[config.mk]
export PLATFORM = sky130hd
export DESIGN_NAME = tnhr_regs
export DESIGN_NICKNAME = d
export VERILOG_FILES = /design/src/tnhr_pkg.sv /design/src/tnhr_regs.sv /design/src/tnhr_ptr_ctr.sv /design/src/tnhr_tx_gate.sv
export VERILOG_INCLUDE_DIRS = /design/src
export SDC_FILE = /design/constraint.sdc
export NUM_CORES = 1
export LEC_CHECK = 0
export BUFFER_PORTS_ARGS = -buffer_cell sky130_fd_sc_hd__buf_4
export CAP_MARGIN = 30
export CORE_ASPECT_RATIO = 0.7
export CORE_MARGIN = 2
export CORE_UTILIZATION = 40
export CTS_BUF_LIST = sky130_fd_sc_hd__clkbuf_16
export DETAILED_ROUTE_END_ITERATION = 10
export PLACE_DENSITY_LB_ADDON = 0.12
export RECOVER_POWER = 25
export SLEW_MARGIN = 20
export SYNTH_ARGS = -nofsm -noshare
export SYNTH_HDL_FRONTEND = slang
export SYNTH_SLANG_ARGS = --single-unit
[constraint.sdc]
create_clock -name mclk -period 2.2 [get_ports mclk]
set_input_delay 0.22 -clock mclk [delete_from_list [all_inputs] [get_ports mclk]]
set_output_delay 0.22 -clock mclk [all_outputs]
set_load 0.02 [all_outputs]
[src/tnhr_defines.svh]
// Purpose: Offsets, field positions and reset values of the
//          token node host register bank.
// Assumes: Byte-wide register port with a 3-bit address.
// Notes:   Definitions only; included by bare name.
`ifndef TNHR_DEFINES_SVH
`define TNHR_DEFINES_SVH

// ----------------------------------------
// Register offsets
// ----------------------------------------
`define TNHR_OFS_DATA  3'h1
`define TNHR_OFS_PTRU  3'h2
`define TNHR_OFS_PTRL  3'h3
`define TNHR_OFS_SUBA  3'h5
`define TNHR_OFS_CFG   3'h6
`define TNHR_OFS_INDX  3'h7

// ----------------------------------------
// Upper pointer fields
// ----------------------------------------
`define TNHR_PU_DIR    7
`define TNHR_PU_STEP   6

// ----------------------------------------
// Configuration fields
// ----------------------------------------
`define TNHR_CF_SRST   7
`define TNHR_CF_CHAIN  6
`define TNHR_CF_TRANSMIT_ALLOW   5
`define TNHR_CF_BPLANE 2

// ----------------------------------------
// Select index codes for the window at 07
// ----------------------------------------
`define TNHR_IX_TENT   3'h0
`define TNHR_IX_NODE   3'h1
`define TNHR_IX_SET1   3'h2
`define TNHR_IX_NEXT   3'h3
`define TNHR_IX_SET2   3'h4

// ----------------------------------------
// Reset values and pointer step
// ----------------------------------------
`define TNHR_RST_BYTE  8'h00
`define TNHR_RST_PTR   11'h000
`define TNHR_PTR_ONE   11'h001

`endif

[src/tnhr_pkg.sv]
// Purpose: Types shared by the token node host register bank.
// Assumes: Constants live in tnhr_defines.svh.
// Notes:   Each module except the RAM model and bench keeps its whole state in one struct.
package tnhr_pkg;

  // Software reset phase
  typedef enum logic [0:0] {
    TNHR_SW_RUN  = 1'b0,
    TNHR_SW_HELD = 1'b1
  } tnhr_swr_t;

  // Main register state
  typedef struct packed {
    tnhr_swr_t  swr;
    logic       dir;
    logic       step_en;
    logic       idx_msb;
    logic [7:0] cfg;
    logic [7:0] tent;
    logic [7:0] node;
    logic [7:0] set1;
    logic [7:0] set2;
    logic [7:0] next_id;
    logic       rd_ram;
    logic [7:0] rdata;
  } tnhr_state_t;

  // Pointer counter state
  typedef struct packed {
    logic [10:0] ptr;
  } tnhr_ptr_state_t;

  // Line output state, active low
  typedef struct packed {
    logic [2:0] out_n;
  } tnhr_gate_state_t;

endpackage

[src/tnhr_regs.sv]
// Purpose: Host register bank of a token-passing node controller:
//          buffer pointer, select index and configuration.
// Assumes: External synchronous buffer RAM answers one cycle
//          after ram_re; protocol engine shares mclk.
// Notes:   Reserved bits read as zero.
`timescale 1ns/10ps
`include "tnhr_defines.svh"

module tnhr_regs (
  input  wire logic        mclk,
  input  wire logic        rst,
  input  wire logic [2:0]  addr,
  input  wire logic [7:0]  wdata,
  input  wire logic        wr,
  input  wire logic        rd,
  output logic      [7:0]  rdata,
  output logic      [10:0] ram_addr,
  output logic      [7:0]  ram_wdata,
  output logic             ram_we,
  output logic             ram_re,
  input  wire logic [7:0]  ram_rdata,
  input  wire logic        next_id_valid,
  input  wire logic [7:0]  next_id_in,
  input  wire logic [2:0]  line_req,
  output logic             soft_reset,
  output logic             chaining_enable,
  output logic             transmit_allow,
  output logic             backplane_mode,
  output logic             line_driver_enable_n,
  output logic             line_pulse_a_n,
  output logic             line_pulse_b_n
);
  import tnhr_pkg::*;

  // ----------------------------------------
  // Decoding helpers
  // ----------------------------------------

  // Address match, used by every strobe decode
  function automatic logic hit(input logic [2:0] a,
                               input logic [2:0] ofs);
    hit = (a == ofs);
  endfunction

  // ----------------------------------------
  // State and strobes
  // ----------------------------------------
  tnhr_state_t s_q;
  tnhr_state_t s_d;
  logic [10:0] ptr;
  logic [2:0]  idx;
  logic        wr_ptru;
  logic        wr_ptrl;
  logic        wr_suba;
  logic        wr_cfg;
  logic        wr_indx;
  logic        acc_wr;
  logic        acc_rd;
  logic        step;
  logic [2:0]  line_n;

  // Full select index; low bits are config storage
  assign idx = {s_q.idx_msb, s_q.cfg[1:0]};

  // Register write strobes
  assign wr_ptru = wr && hit(addr, `TNHR_OFS_PTRU);
  assign wr_ptrl = wr && hit(addr, `TNHR_OFS_PTRL);
  assign wr_suba = wr && hit(addr, `TNHR_OFS_SUBA);
  assign wr_cfg  = wr && hit(addr, `TNHR_OFS_CFG);
  assign wr_indx = wr && hit(addr, `TNHR_OFS_INDX);

  // Buffer accesses honour the prepared direction
  assign acc_wr = wr && hit(addr, `TNHR_OFS_DATA) && !s_q.dir;
  assign acc_rd = rd && hit(addr, `TNHR_OFS_DATA) && s_q.dir;

  // Step only after an honoured access
  assign step = (acc_wr || acc_rd) && s_q.step_en;

  // ----------------------------------------
  // Buffer pointer
  // ----------------------------------------

  // Pointer counter with carry across the byte split
  tnhr_ptr_ctr u_ptr (
    .mclk    (mclk),
    .rst     (rst),
    .load_hi (wr_ptru),
    .load_lo (wr_ptrl),
    .wdata   (wdata),
    .step    (step),
    .ptr     (ptr)
  );

  // RAM port; address is the pointer flop
  assign ram_addr  = ptr;
  assign ram_wdata = wdata;
  assign ram_we    = acc_wr;
  assign ram_re    = acc_rd;

  // ----------------------------------------
  // Register update
  // ----------------------------------------

  // Next state of every register
  always_comb begin
    s_d        = s_q;
    s_d.rd_ram = 1'b0;
    s_d.rdata  = `TNHR_RST_BYTE;

    // Upper pointer control bits; reserved bits dropped
    if (wr_ptru) begin
      s_d.dir     = wdata[`TNHR_PU_DIR];
      s_d.step_en = wdata[`TNHR_PU_STEP];
    end

    // Select index; low bits land in config storage
    if (wr_suba) begin
      s_d.idx_msb = wdata[2];
      s_d.cfg[1:0] = wdata[1:0];
    end

    // Config write also drops the index top bit
    if (wr_cfg) begin
      s_d.cfg     = wdata;
      s_d.idx_msb = 1'b0;
    end

    // Window at 07; reserved codes ignore writes
    if (wr_indx) begin
      case (idx)
        `TNHR_IX_TENT: s_d.tent = wdata;
        `TNHR_IX_NODE: s_d.node = wdata;
        `TNHR_IX_SET1: s_d.set1 = wdata;
        `TNHR_IX_SET2: s_d.set2 = wdata;
        default: s_d.tent = s_q.tent;
      endcase
    end

    // Next ID follows the engine outside soft reset
    if (next_id_valid) begin
      s_d.next_id = next_id_in;
    end

    // Soft reset phase follows config bit 7
    case (s_q.swr)
      TNHR_SW_RUN: begin
        if (s_d.cfg[`TNHR_CF_SRST]) begin
          s_d.swr = TNHR_SW_HELD;
        end
      end
      TNHR_SW_HELD: begin
        // Only a host write of 0 lets the node go
        if (!s_d.cfg[`TNHR_CF_SRST]) begin
          s_d.swr = TNHR_SW_RUN;
        end
      end
      default: s_d.swr = TNHR_SW_RUN;
    endcase

    // Held reset clears next ID; other registers keep
    if (s_q.swr == TNHR_SW_HELD) begin
      s_d.next_id = `TNHR_RST_BYTE;
    end

    // Read data, valid the cycle after the strobe
    if (rd) begin
      case (addr)
        `TNHR_OFS_DATA: s_d.rd_ram = acc_rd;
        `TNHR_OFS_PTRU: s_d.rdata = {s_q.dir, s_q.step_en, 3'h0, ptr[10:8]};
        `TNHR_OFS_PTRL: s_d.rdata = ptr[7:0];
        `TNHR_OFS_SUBA: s_d.rdata = {5'h00, idx};
        `TNHR_OFS_CFG:  s_d.rdata = s_q.cfg;
        `TNHR_OFS_INDX: begin
          case (idx)
            `TNHR_IX_TENT: s_d.rdata = s_q.tent;
            `TNHR_IX_NODE: s_d.rdata = s_q.node;
            `TNHR_IX_SET1: s_d.rdata = s_q.set1;
            `TNHR_IX_NEXT: s_d.rdata = s_q.next_id;
            `TNHR_IX_SET2: s_d.rdata = s_q.set2;
            default:       s_d.rdata = `TNHR_RST_BYTE;
          endcase
        end
        default: s_d.rdata = `TNHR_RST_BYTE;
      endcase
    end
  end

  // Single state register; all cleared by hard reset
  always_ff @(posedge mclk or posedge rst) begin
    if (rst) begin
      s_q <= '{swr: TNHR_SW_RUN, dir: 1'b0, step_en: 1'b0,
               idx_msb: 1'b0, cfg: `TNHR_RST_BYTE,
               tent: `TNHR_RST_BYTE, node: `TNHR_RST_BYTE,
               set1: `TNHR_RST_BYTE, set2: `TNHR_RST_BYTE,
               next_id: `TNHR_RST_BYTE, rd_ram: 1'b0,
               rdata: `TNHR_RST_BYTE};
    end else begin
      s_q <= s_d;
    end
  end

  // ----------------------------------------
  // Outputs
  // ----------------------------------------

  // Buffer data bypasses s_q.rdata; both come from flops
  assign rdata = s_q.rd_ram ? ram_rdata : s_q.rdata;

  // Engine controls; chaining off means legacy flow
  assign soft_reset      = (s_q.swr == TNHR_SW_HELD);
  assign chaining_enable = s_q.cfg[`TNHR_CF_CHAIN];
  assign transmit_allow  = s_q.cfg[`TNHR_CF_TRANSMIT_ALLOW];
  assign backplane_mode  = s_q.cfg[`TNHR_CF_BPLANE];

  // Line outputs stay idle until transmit is allowed, except the pulse lines in backplane mode
  tnhr_tx_gate u_gate (
    .mclk      (mclk),
    .rst       (rst),
    .allow     (transmit_allow),
    .backplane (backplane_mode),
    .req       (line_req),
    .out_n     (line_n)
  );

  assign line_driver_enable_n = line_n[0];
  assign line_pulse_a_n       = line_n[1];
  assign line_pulse_b_n       = line_n[2];

  // Pointer after a stepping access
  logic [10:0] ptr_plus;
  assign ptr_plus = ptr + `TNHR_PTR_ONE;
endmodule

[src/tnhr_ptr_ctr.sv]
// Purpose: 11-bit buffer pointer with byte loads and stepping.
// Assumes: Loads and step never coincide (one strobe a cycle).
// Notes:   Wraps from the top buffer address to zero.
`timescale 1ns/10ps
`include "tnhr_defines.svh"

module tnhr_ptr_ctr (
  input  wire logic        mclk,
  input  wire logic        rst,
  input  wire logic        load_hi,
  input  wire logic        load_lo,
  input  wire logic [7:0]  wdata,
  input  wire logic        step,
  output logic      [10:0] ptr
);
  import tnhr_pkg::*;

  tnhr_ptr_state_t s_q;
  tnhr_ptr_state_t s_d;

  // Next pointer value
  always_comb begin
    s_d = s_q;
    if (load_hi) begin
      s_d.ptr[10:8] = wdata[2:0];
    end else if (load_lo) begin
      s_d.ptr[7:0] = wdata;
    end else if (step) begin
      // One counter, so the low byte carries upward
      s_d.ptr = s_q.ptr + `TNHR_PTR_ONE;
    end
  end

  // State register
  always_ff @(posedge mclk or posedge rst) begin
    if (rst) begin
      s_q <= '{ptr: `TNHR_RST_PTR};
    end else begin
      s_q <= s_d;
    end
  end

  assign ptr = s_q.ptr;
endmodule

[src/tnhr_tx_gate.sv]
// Purpose: Gates the active-low line outputs by transmit allow; pulse lines pass ungated in backplane mode.
// Assumes: Requests come from the protocol engine, same clock.
// Notes:   Bit 0 driver enable, bits 2:1 the two pulse lines.
`timescale 1ns/10ps

module tnhr_tx_gate (
  input  wire logic       mclk,
  input  wire logic       rst,
  input  wire logic       allow,
  input  wire logic       backplane,
  input  wire logic [2:0] req,
  output logic      [2:0] out_n
);
  import tnhr_pkg::*;

  tnhr_gate_state_t s_q;
  tnhr_gate_state_t s_d;
  logic [2:0]       keep;

  // Pulses are forced quiet only outside backplane mode
  assign keep[0] = 1'b1;
  assign keep[1] = !backplane;
  assign keep[2] = !backplane;

  // Same gate on each line
  always_comb begin
    s_d = s_q;
    for (int i = 0; i < 3; i++) begin
      s_d.out_n[i] = !(req[i] && (allow || !keep[i]));
    end
  end

  // Outputs idle high from reset
  always_ff @(posedge mclk or posedge rst) begin
    if (rst) begin
      s_q <= '{out_n: 3'h7};
    end else begin
      s_q <= s_d;
    end
  end

  assign out_n = s_q.out_n;
endmodule

; ---- After elaboration in Yosys (flattened, before gate mapping)
; Cells that the tools add are included.
[totals]
reg_bits = 75
input_bits = 35
output_inout_bits = 36
word_cells = 75
[op_classes]
addsub = 1
eq_ne = 11
mux = 15
n_bitwise = 1
n_reduce_logical = 30
[op_table]
columns = operator, n
row1 = $pmux 8 s5, 2
row2 = $mux 8, 4
row3 = $mux 9, 2
row4 = $logic_and 1x1->1, 13
row5 = $eq 3x2->1 const B, 4
row6 = $eq 3x3->1 const B, 4
row7 = $reduce_and 2->1, 6
row8 = $add 11x1->11 const B, 1
row9 = $mux 11, 1
row10 = $reduce_bool 2->1, 4
row11 = $eq 3x1->1 const B, 2
row12 = $mux 3, 2
row13 = $logic_not 1->1, 4
row14 = $logic_not 3->1, 1
row15 = $mux 1, 3
row16 = $logic_or 1x1->1, 2
row17 = $mux 2, 1
row18 = $ne 2x1->1 const B, 1
row19 = $not 1->1, 1

; ---- Logic depth before layout (Yosys ltp)
; Gate-level depths: netlist of the first run.
[depth]
depth_word = 8
ltp_mapped = 7
depth_no_buf = 5

; ---- Hierarchy
; Synthesis of the first run repeated with hierarchy kept, for this count alone.
[hier_totals]
hier_cells = 354
hier_area_um2 = 3896.2
[modules_own_cells]
columns = module, instances, cells_each, area_per_inst_um2, seq_area_each_um2
row1 = tnhr_regs, 1, 268, 3109.2, 1501.4
row2 = tnhr_ptr_ctr, 1, 79, 690.7, 275.3
row3 = tnhr_tx_gate, 1, 7, 96.3, 78.8

; ---- Worst setup path after synthesis of the first run
; No wires, ideal clock.
[synth_timing]
path_type = input-to-reg
startpoint = input port addr[2]
endpoint = register s_q[25] (netlist name)
setup_time_ns = 0.125
arrival_ns = 1.658
required_ns = 2.075
slack_ns = 0.417
cell_stages = 6
path_buffers = 2
path_cell_list = clkbuf_2 nand3_2 or3b_1 buf_6 nor3b_4 mux2_2
[synth_between]
elab_chain_cells = 3
[synth_rtl]
columns = item, line
row1 = from (decl), tnhr_regs.sv:12  ; input wire logic [2:0] addr,
row2 = $eq 3x3->1, tnhr_regs.sv:42  ; hit = (a == ofs);
row3 = $logic_and 1x1->1, tnhr_regs.sv:70  ; assign wr_indx = wr && hit(addr, `TNHR_OFS_INDX);
row4 = $reduce_and 2->1 (no source line), --
row5 = to (signal assigned), tnhr_regs.sv:191  ; s_q <= '{swr: TNHR_SW_RUN, dir: 1'b0, step_en: 1'b0,
row6 = to (decl), tnhr_regs.sv:48  ; tnhr_state_t s_q;
; No other way between the ends.
; A chain may end at the register's enable or synchronous reset.

; ---- Worst setup path in the final report of the first run
[layout_timing]
startpoint = register s_q[59] (netlist name)
endpoint = register u_ptr.s_q, in the netlist u_ptr.ptr[8]
[layout_between]
elab_chain_cells = 6
[layout_rtl]
columns = item, line
row1 = $logic_not 1->1, tnhr_regs.sv:73  ; assign acc_wr = wr && hit(addr, `TNHR_OFS_DATA) && !s_q.dir;
row2 = $logic_and 1x1->1, tnhr_regs.sv:73
row3 = $logic_or 1x1->1 (*), tnhr_regs.sv:77  ; assign step = (acc_wr || acc_rd) && s_q.step_en;
row4 = $logic_and 1x1->1 (*), tnhr_regs.sv:77
row5 = $reduce_bool 2->1 (no source line) (*), --
row6 = $reduce_and 2->1 (no source line) (*), --
row7 = to (signal assigned), tnhr_ptr_ctr.sv:37  ; s_q <= '{ptr: `TNHR_RST_PTR};
row8 = to (decl), tnhr_ptr_ctr.sv:18  ; tnhr_ptr_state_t s_q;
; Every way passes the cells marked *; elsewhere a longest branch is shown, timed or not.

==> results of run 1 <==
-- where the power goes --
part	total, W	internal, W	switching, W
Clock	0.00165	0.00110	0.000550
Combinational	0.00132	0.000645	0.000672
Sequential	0.00200	0.00171	0.000291
Total	0.00496	0.00345	0.00151
-- cell families (layout without fill, tap and decap cells) --
| family | Yosys count | after routing |
|---|---|---|
| fa+ha+maj | 1 | 1 |
| xor+xnor | 9 | 9 |
| flops | 74 | 74 |
| mux | 76 | 76 |
| compound gates | 56 | 56 |
| simple gates | 99 | 99 |
| buf+inv | 36 | 108 |
-- synthesized netlist by cell type (all sizes together) (2+ instances only) --
library cell / count
a21oi: 20
a22o: 4
a31oi: 5
and2: 3
and4b: 2
buf: 16
clkbuf: 13
dfrtp: 71
dfstp: 3
inv: 7
mux2: 48
mux2i: 28
nand2: 23
nand2b: 2
nand3: 6
nand3b: 10
nand4bb: 2
nor2: 26
nor2b: 3
nor3: 3
nor3b: 2
nor4: 5
nor4bb: 2
o21ai: 12
o22ai: 7
o32ai: 4
or2: 4
xnor2: 8
-- worst max-delay path: stages, from the launching register on --
cell and delay, ns:
dfrtp_1 0.44, mux2i_1 0.70, nor4_1 0.20, buf_4 0.20
xnor2_1 0.12, o21ai_0 0.09
-- registers in the layout, indices dropped and copies added, names as in the netlist --
name and flops:
s_q 54, u_ptr.ptr 11, idx 3, u_gate.out_n 3, backplane_mode 1, chaining_enable 1
transmit_allow 1
-- worst max path at each step --
stage | start | slack [ns] | depth (start not counted) | to
after floorplan | rst | 0.10 | 1 | backplane_mode$_DFFE_PP0P_
after global placement | addr[0] | 0.34 | 5 | s_q[38]$_DFFE_PP0P_
after detailed placement | addr[0] | 0.31 | 5 | s_q[29]$_DFFE_PP0P_
after CTS | s_q[59]$_DFFE_PP0P_ | 0.36 | 5 | u_ptr.ptr[8]$_DFFE_PP0P_
after global routing | s_q[59]$_DFFE_PP0P_ | 0.21 | 5 | u_ptr.ptr[8]$_DFFE_PP0P_
final | s_q[59]$_DFFE_PP0P_ | 0.29 | 5 | u_ptr.ptr[8]$_DFFE_PP0P_
-- final cells by class --
class | count | share of cell area [%]
clock buffers | 9 | 4.70
well taps | 124 | 3.24
flip-flops and latches | 74 | 38.7
clock inverters | 7 | 2.25
multi-input cells | 241 | 37.9
repair buffers | 85 | 12.7
inverters | 7 | 0.548
-- timing repair --
action | 4_1_cts | 5_1_grt
setup buffers | 0 | 0
hold buffers | 1 | 0
hold endpoints to repair | 15 | 0
-- cells in the final DEF (no fill, tap or decap), types with 2 or more instances in the layout --
master,instances
nor4_1,5
nor2b_1,3
nor4bb_1,2
clkbuf_1,8
mux2_2,48
dfstp_2,3
xnor2_1,8
a21oi_1,20
inv_1,7
dfrtp_1,71
a31oi_1,5
nor2_1,25
o22ai_1,7
nand2b_1,2
and2_1,3
buf_4,74
and4b_1,2
o21ai_0,12
clkbuf_16,9
nor3b_4,2
o32ai_1,4
mux2i_1,28
nand4bb_1,2
clkinv_2,2
nand3_1,5
nor3_1,3
clkinv_1,2
nand2_1,23
bufinv_16,3
nand3b_1,10
or2_2,3
a22o_1,4
-- layer usage --
layer	track usage, %	wire (um)	vias to the layer above
met5	0	0	-
met2	28.8	4130	100
met4	4.18	70	0
met3	5.25	660	7
li1	-	-	1392
met1	31.0	5150	1437
-- through the flow --
step,utilization [%],total power (W),cells,area [sq um],hold WS (ns)
2_1_floorplan,-,0.00284,351,3850,0.263
3_5_place_dp,48.8,0.00335,530,4490,0.252
4_1_cts,52.5,0.00500,547,4840,0.000153
3_3_place_gp,48.8,0.00331,530,4490,0.252
6_report,52.0,0.00496,547,4790,0.0110
5_1_grt,52.0,0.00522,547,4790,0.00544
==> qor.csv, run 1 <==
metric;value;unit
die height;86.1;um
Resize count post-CTS;0;
drt drc;0;
min-delay worst type;input port to register;
main flop type after synthesis;dfrtp_1;
leakage;2.17;nW
CP max FO;9;
Synth Area in Compound Gates;8.77;%
async set or reset register ratio after synthesis;100;%
Worst Hold End;u_gate.out_n[0]$_DFF_PP1_;
Fin Setup TNS;0;ns
storage element area;1860;sq um
final critical-path share of the clock period;86.9;%
Reg2Reg Depth;5;
detailed router's first-iteration violation count;172;
port bufs;70;
CTS tree;built;
r2r setup slk;0.29;ns
Final Max Slew Viols;0;
P per Cell Area;1040;nW/um^2
die width;121;um
CTS Buffer Depth;2;
gr ovfl total;0;
Row Count;29;
post-place setup slack;0.308;ns
Slew headroom;45.6;%
area grow syn2layout;24.4;%
total of max-cap violations;0;
Final Wtd Congestion;0.817;
proportion of synthesized chip area in sequential cells;48.1;%
Hold Path Stages;2;
Synth Cell Area;3850;sq um
Hold Crit Start;line_req[0];
status;finished, final reports clean;
reg2reg end;u_ptr.ptr[8]$_DFFE_PP0P_;
vias after detailed routing;2936;
vias in the first global route;2828;
Final ANT Viol Nets;0;
CTS buffer count;9;
share of the synthesized area in the top cell type;46.1;%
initial antenna violation count;0;
data required time of the worst path;2.37;ns
Routed WL per cell;18.3;um
clk sinks;74;
multi-input logic area;1810;sq um
RSZ-0062 raised after global routing;false;
Ports;71;
post-route worst setup slack;0.287;ns
Starting Density;41.8;%
CP Launch Type;register;
Syn Area/Cell;11.0;sq um
layout cells sized above 1;35.0;%
largest family of logic cells by synthesized area;multiplexers;
total track usage;20.2;%
NumNets Final;454;
clock skew;0.0107;ns
CP Capture Type;register;
ANT cells;0;
Post-Synth XOR/XNOR Area;2.05;%
Skew-Pair Late Insertion Delay;0.33;ns
Tightest Pin Transition;0.793;ns
Final min period;1.91;ns
unique cell type count in the Yosys netlist;47;
Layout fillers;856;
critical path type;register to register;
Worst-path clk slew;0.06;ns
peak supply drop;0.000561;V
Yosys reg bits;74;
CTS Root Cell;clkbuf_16;
Post-synth EDFFs;0;
via/cell ratio;5.37;
DR pass1 iterations;4;
Area contributors post-synth;dfrtp_1 (46%), mux2_2 (14%), mux2i_1 (7.3%), a21oi_1 (2.6%), nor2_1 (2.4%);
syn nets;387;
Cells after Synth;351;
YS warnings;0;
first-pass GRT wire length;15.9;mm
Core ar.;9220;sq um
FF-to-FF Start;s_q[59]$_DFFE_PP0P_;
fmax;0.523;GHz
setup violators final;0;
largest net degree at the start of global routing;31;
cell taking the most area after synthesis;dfrtp_1;
post-DP HPWL;7.27;mm
CTS H-tree lvls;3;
Synth Area in Adders;0.325;%
Hold Vio Cnt, Final;0;
mux share of post-synthesis cell area;21.3;%
Die ar.;10400;sq um
simple-gate share of the synthesized area;14.6;%
Worst EP arrival;2.09;ns
final WL;10.0;mm
Note: power is estimated with default switching activity, not from simulation.
==> run 2: changes to the inputs <==
Clock period 2.2 ns to 1.6 ns, I/O delays scaled along.
==> run 2 against run 1 <==
The flow now finishes with violations (setup timing). Worst hold slack better by 0.055 ns. Sequential cell count unchanged. Design area up 7.2%. Worst setup slack worse by 0.33 ns. Sequential share of layout area down 2.6 points. Maximum frequency up 16%. Combinational power up 61%. Register-to-register slack worse by 0.33 ns. Clock power up 28%. Sequential power up 36%. Die area unchanged. Count of clock-buffer cells in the layout unchanged.
==> qor.csv, run 2 (synthesis gave the netlist of run 1 again) <==
metric;value;unit;change
status;finished with violations;;
failing checks;setup timing;;
data required time of the worst path;1.82;ns;-0.55 ns
drt drc;0;;unchanged
ANT cells;0;;unchanged
CP Capture Type;register;;
Most flops, register;s_q;;
placed cells;553;;+4.3%
Critical Path Source;idx[2]$_DFFE_PP0P_;;
largest net degree at the start of global routing;41;;+32%
Row Count;29;;unchanged
RSZ-0062 raised after global routing;true;;
reg2reg end;s_q[36]$_DFFE_PP0P_;;
Worst EP arrival;1.86;ns;-0.23 ns
post-DP HPWL;7.39;mm;+1.6%
final core utilization;55.7;%;+3.7 points
Core ar.;9220;sq um;unchanged
post-route worst setup slack;-0.0425;ns;-0.330 ns
CP Launch Type;register;;
Layout fillers;838;;-2.1%
area grow syn2layout;33.2;%;
die width;121;um;unchanged
Hold Vio Cnt, Final;0;;unchanged
CTS H-tree lvls;3;;unchanged
initial antenna violation count;0;;unchanged
port bufs;70;;unchanged
Final min period;1.64;ns;-0.270 ns
P per Cell Area;1360;nW/um^2;+31%
Final Max Slew Viols;0;;unchanged
final cell count without fillers;575;;+5.1%
vias after detailed routing;3079;;+4.9%
setup violators final;17;;+17
r2r setup slk;-0.04;ns;-0.33 ns
via/cell ratio;5.35;;-0.24%
detailed router's first-iteration violation count;142;;-17%
Final Power;0.00697;W;+40%
Final ANT Viol Nets;0;;unchanged
Skew-Pair Late Insertion Delay;0.34;ns;about the same
Final Wtd Congestion;0.850;;+4.0%
first-pass GRT wire length;16.4;mm;+3.3%
clock skew;0.00801;ns;-0.00269 ns
die height;86.1;um;unchanged
max incr delay on CP;0.42;ns;-0.28 ns
Reg2Reg Depth;4;;-1
layout cells sized above 1;40.6;%;+5.6 points
CTS Root Cell;clkbuf_16;;
final WL;10.4;mm;+3.8%
total track usage;21.0;%;+0.77 points
Die ar.;10400;sq um;unchanged
Tightest Pin Transition;0.814;ns;+0.0213 ns
CP Cell Sequence;or3b_4 > nor3b_4 > buf_12 > mux2_2;;
min-delay worst type;input port to register;;
NumNets Final;482;;+6.2%
Setup crit end;s_q[36]$_DFFE_PP0P_;;
DR pass1 iterations;5;;+1
FF-to-FF Start;idx[2]$_DFFE_PP0P_;;
final critical-path share of the clock period;103;%;+16 points
post-place setup slack;-0.150;ns;-0.457 ns
clk sinks;74;;unchanged
peak supply drop;0.000732;V;+31%
Routed WL per cell;18.1;um;-1.2%
Worst-path clk slew;0.06;ns;about the same
vias in the first global route;2921;;+3.3%
CTS Buffer Depth;2;;unchanged
CP max stage cell;or3b_4;;
CP max FO;8;;-1
commonest non-fill, non-tap cell in the layout;buf_4;;
Slew headroom;45.7;%;+0.091 points
critical path type;register to register;;
gr ovfl total;0;;unchanged
Starting Density;41.8;%;unchanged
total of max-cap violations;0;;unchanged
max FFs per register;54;;unchanged
leakage;2.32;nW;+6.7%
CTS buffer count;9;;unchanged
most frequent cells in the layout;buf_4 (93), dfrtp_1 (71), mux2_2 (39);;
Ports;71;;unchanged
fmax;0.609;GHz;+16%
CTS tree;built;;
run 2: per-layer routing:
metal / up-vias / track usage (%) / wire, um
li1: 1444 / - / -
met1: 1517 / 32.7 / 5250
met2: 104 / 28.8 / 4340
met4: 0 / 5.96 / 144
met5: - / 0 / 0
met3: 14 / 5.05 / 664
run 2: worst min path at each step:
stage	startpoint	to	slack, ns	cells after the start
5_1_grt	next_id_in[4]	s_q[13]$_DFFE_PP0P_	0.07	3
6_report	next_id_in[4]	s_q[13]$_DFFE_PP0P_	0.07	3
3_5_place_dp	line_req[0]	u_gate.out_n[0]$_DFF_PP1_	0.30	2
2_1_floorplan	line_req[0]	u_gate.out_n[0]$_DFF_PP1_	0.20	1
3_3_place_gp	line_req[0]	u_gate.out_n[0]$_DFF_PP1_	0.29	2
4_1_cts	next_id_in[1]	s_q[10]$_DFFE_PP0P_	0.06	3
run 2: stage by stage:
stage	hold WS (ns)	TNS, ns	area, sq um
6_report	0.0660	-0.421	5130
5_1_grt	0.0722	-1.11	5130
4_1_cts	0.0575	-0.245	5100
3_5_place_dp	0.295	-2.14	4690
3_3_place_gp	0.292	-1.78	4690
2_1_floorplan	0.203	-1.93	3870
run 2: power by group:
part | total (W) | switching (W) | internal, W
combinational | 0.00212 | 0.00104 | 0.00108
clock | 0.00211 | 0.000764 | 0.00135
sequential | 0.00273 | 0.000384 | 0.00235
total | 0.00697 | 0.00219 | 0.00478
run 2: worst max-delay path, delay by kind of cell, from the launching register on:
| kind | cells | cell delay, ns |
|---|---|---|
| and+or+nand+nor | 2 | 0.65 |
| buffers and inverters | 1 | 0.16 |
| DFF | 1 | 0.38 |
| muxes | 1 | 0.33 |
run 2: cell type report:
class | count | area [sq um] | area share (%)
multi-input combinational | 241 | 1930 | 37.6
sequential | 74 | 1860 | 36.1
timing repair buffer | 113 | 855 | 16.6
clock buffer | 9 | 225 | 4.39
tap | 124 | 155 | 3.02
clock inverter | 7 | 85.1 | 1.66
inverter | 7 | 30.0 | 0.585
run 2: what timing repair did:
item,4_1_cts,5_1_grt
buffers inserted,0,2
gates resized for setup,15,12
pin swaps,0,3
endpoints found under the hold margin,36,0
cloned,0,0
endpoints found under the setup margin,35,36
hold buffers,4,0
==> run 3: changes to the inputs <==
--- a/config.mk
+++ b/config.mk
@@ -9,5 +9,4 @@
 export BUFFER_PORTS_ARGS = -buffer_cell sky130_fd_sc_hd__buf_4
 export CAP_MARGIN = 30
-export CORE_ASPECT_RATIO = 0.7
 export CORE_MARGIN = 2
 export CORE_UTILIZATION = 40
==> constraint.sdc (replaced) <==
create_clock -name mclk -period 1.6 [get_ports mclk]
set_input_delay 0.08 -clock mclk [delete_from_list [all_inputs] [get_ports mclk]]
set_output_delay 0.08 -clock mclk [all_outputs]
set_load 0.02 [all_outputs]
==> run 3 against run 2 <==
Sequential cell count did not move. Via count fell by 1.5%. Global-route usage fell by 0.65 points. The run still ends with setup timing left. Worst setup slack improved by 0.026 ns. Largest power group unchanged. Design area rose by 2.9%. Power rose by 4.4%. Critical path depth did not move. Sequential power barely moved. Utilization rose by 1.2 points. Maximum frequency rose by 1.6%. Largest cell class unchanged. Routed wire length fell by 2.5%.
==> qor.csv, run 3 (synthesis gave the netlist of run 1 again) <==
metric;value;unit;change
status;finished with violations;;
failing checks;setup timing;;
die height;102;um;+19%
Ports;71;;unchanged
vias in the first global route;2991;;+2.4%
P per Cell Area;1380;nW/um^2;+1.5%
port bufs;70;;unchanged
setup violators final;11;;-6
CP Launch Type;register;;
vias after detailed routing;3033;;-1.5%
max incr delay on CP;0.42;ns;about the same
via/cell ratio;5.18;;-3.2%
Final Wtd Congestion;0.852;;+0.21%
CTS Root Cell;clkbuf_16;;
storage element area;1860;sq um;about the same
total track usage;20.4;%;-0.65 points
final core utilization;56.9;%;+1.2 points
Final ANT Viol Nets;0;;unchanged
CP Cell Sequence;or3b_4 > nor3b_4 > buf_12 > mux2_4;;
Row Count;35;;+21%
gr ovfl total;0;;unchanged
multi-input logic area;1970;sq um;+2.0%
post-DP HPWL;7.24;mm;-2.0%
leakage;2.37;nW;+2.5%
drt drc;0;;unchanged
area grow syn2layout;37.1;%;
Layout fillers;837;;-0.12%
max FFs per register;54;;unchanged
design area;5280;sq um;+2.9%
critical path type;register to register;;
Worst-path clk slew;0.06;ns;about the same
final WL;10.1;mm;-2.5%
Reg2Reg Depth;4;;unchanged
final critical-path share of the clock period;101;%;-1.6 points
NumNets Final;487;;+1.0%
Hold Vio Cnt, Final;0;;unchanged
Skew-Pair Late Insertion Delay;0.32;ns;-0.02 ns
data required time of the worst path;1.81;ns;about the same
commonest non-fill, non-tap cell in the layout;buf_4;;
Die ar.;10400;sq um;-0.11%
post-route worst setup slack;-0.0163;ns;+0.0263 ns
Final Max Slew Viols;0;;unchanged
Tightest Pin Transition;0.836;ns;+0.0220 ns
detailed router's first-iteration violation count;135;;-4.9%
Core ar.;9280;sq um;+0.73%
DR pass1 iterations;4;;-1
Routed WL per cell;17.3;um;-4.1%
min-delay worst type;input port to register;;
die width;102;um;-16%
Hold WS;0.0161;ns;-0.0499 ns
Slew headroom;43.9;%;-1.8 points
CP max FO;8;;unchanged
Final min period;1.62;ns;-0.0263 ns
Fin Setup TNS;-0.0740;ns;+0.347 ns
RSZ-0062 raised after global routing;true;;
fmax;0.619;GHz;+1.6%
first-pass GRT wire length;16.0;mm;-2.6%
total of max-cap violations;0;;unchanged
CTS tree;built;;
clock skew;0.00854;ns;+0.000528 ns
area post-placement;4720;sq um;+0.51%
most frequent cells in the layout;buf_4 (93), dfrtp_1 (70), mux2_2 (32);;
Starting Density;41.5;%;-0.30 points
CP Capture Type;register;;
Most flops, register;s_q;;
Hold Path Stages;3;;unchanged
CTS buffer count;9;;unchanged
Worst EP arrival;1.82;ns;-0.04 ns
CTS Buffer Depth;2;;unchanged
r2r setup slk;-0.02;ns;+0.03 ns
peak supply drop;0.000696;V;-4.9%
clk sinks;74;;unchanged
ANT cells;0;;unchanged
initial antenna violation count;0;;unchanged
CP max stage cell;or3b_4;;
largest net degree at the start of global routing;24;;-41%
CTS H-tree lvls;3;;unchanged
layout cells sized above 1;41.4;%;+0.87 points
-- run 3: worst paths after layout --
kind / from / to
setup / recovery: idx[2]$_DFFE_PP0P_ / s_q[37]$_DFFE_PP0P_
hold / removal: next_id_in[2] / s_q[11]$_DFFE_PP0P_
setup reg to reg: idx[2]$_DFFE_PP0P_ / s_q[37]$_DFFE_PP0P_
hold reg to reg: s_q[21]$_DFFE_PP0P_ / s_q[21]$_DFFE_PP0P_
max in group asynchronous: rst / s_q[19]$_DFFE_PP0P_
min in group asynchronous: rst / s_q[46]$_DFFE_PP0P_
-- run 3: area by class of cell --
cell class                 count  share of cell area [%]
timing repair buffer         118                    17.5
multi-input combinational    241                    37.2
clock inverter                 7                    2.23
inverter                       7                   0.521
clock buffer                   9                    4.26
tap                          129                    3.05
sequential                    74                    35.1
-- run 3: through the flow --
step                instances  setup WS (ns)  total power [W]
floorplan                 351        -0.0933          0.00391
global placement          557        -0.0951          0.00470
detailed placement        557         -0.126          0.00474
CTS                       585        -0.0489          0.00722
global route              585        -0.0827          0.00764
finish                    585        -0.0163          0.00727
-- run 3: routing by layer --
metal	vias up	share of wire, %	GRT usage [%]
li1	1449	-	-
met1	1509	50	29.9
met2	69	46	31.6
met3	6	3.8	2.60
met4	0	0.84	6.15
met5	-	0	0
-- run 3: worst max-delay path: cells and delay by family (launching register included) --
family,cells,cell delay [ns]
flops,1,0.38
mux,1,0.30
simple gates,2,0.66
buf+inv,1,0.17
-- run 3: what timing repair did --
action,CTS,global route
setup buffers,2,1
setup endpoints to repair,32,41
resized for setup,23,17
gates cloned,0,0
endpoints found under the hold margin,24,0
pin swaps,3,8
hold buffers,10,0
-- run 3: where the power goes --
group          leakage (nW)  switching (W)  total, W  internal, W
logic                  1.28        0.00105   0.00222      0.00118
registers             0.930       0.000389   0.00274      0.00235
clock network         0.163       0.000785   0.00231      0.00152
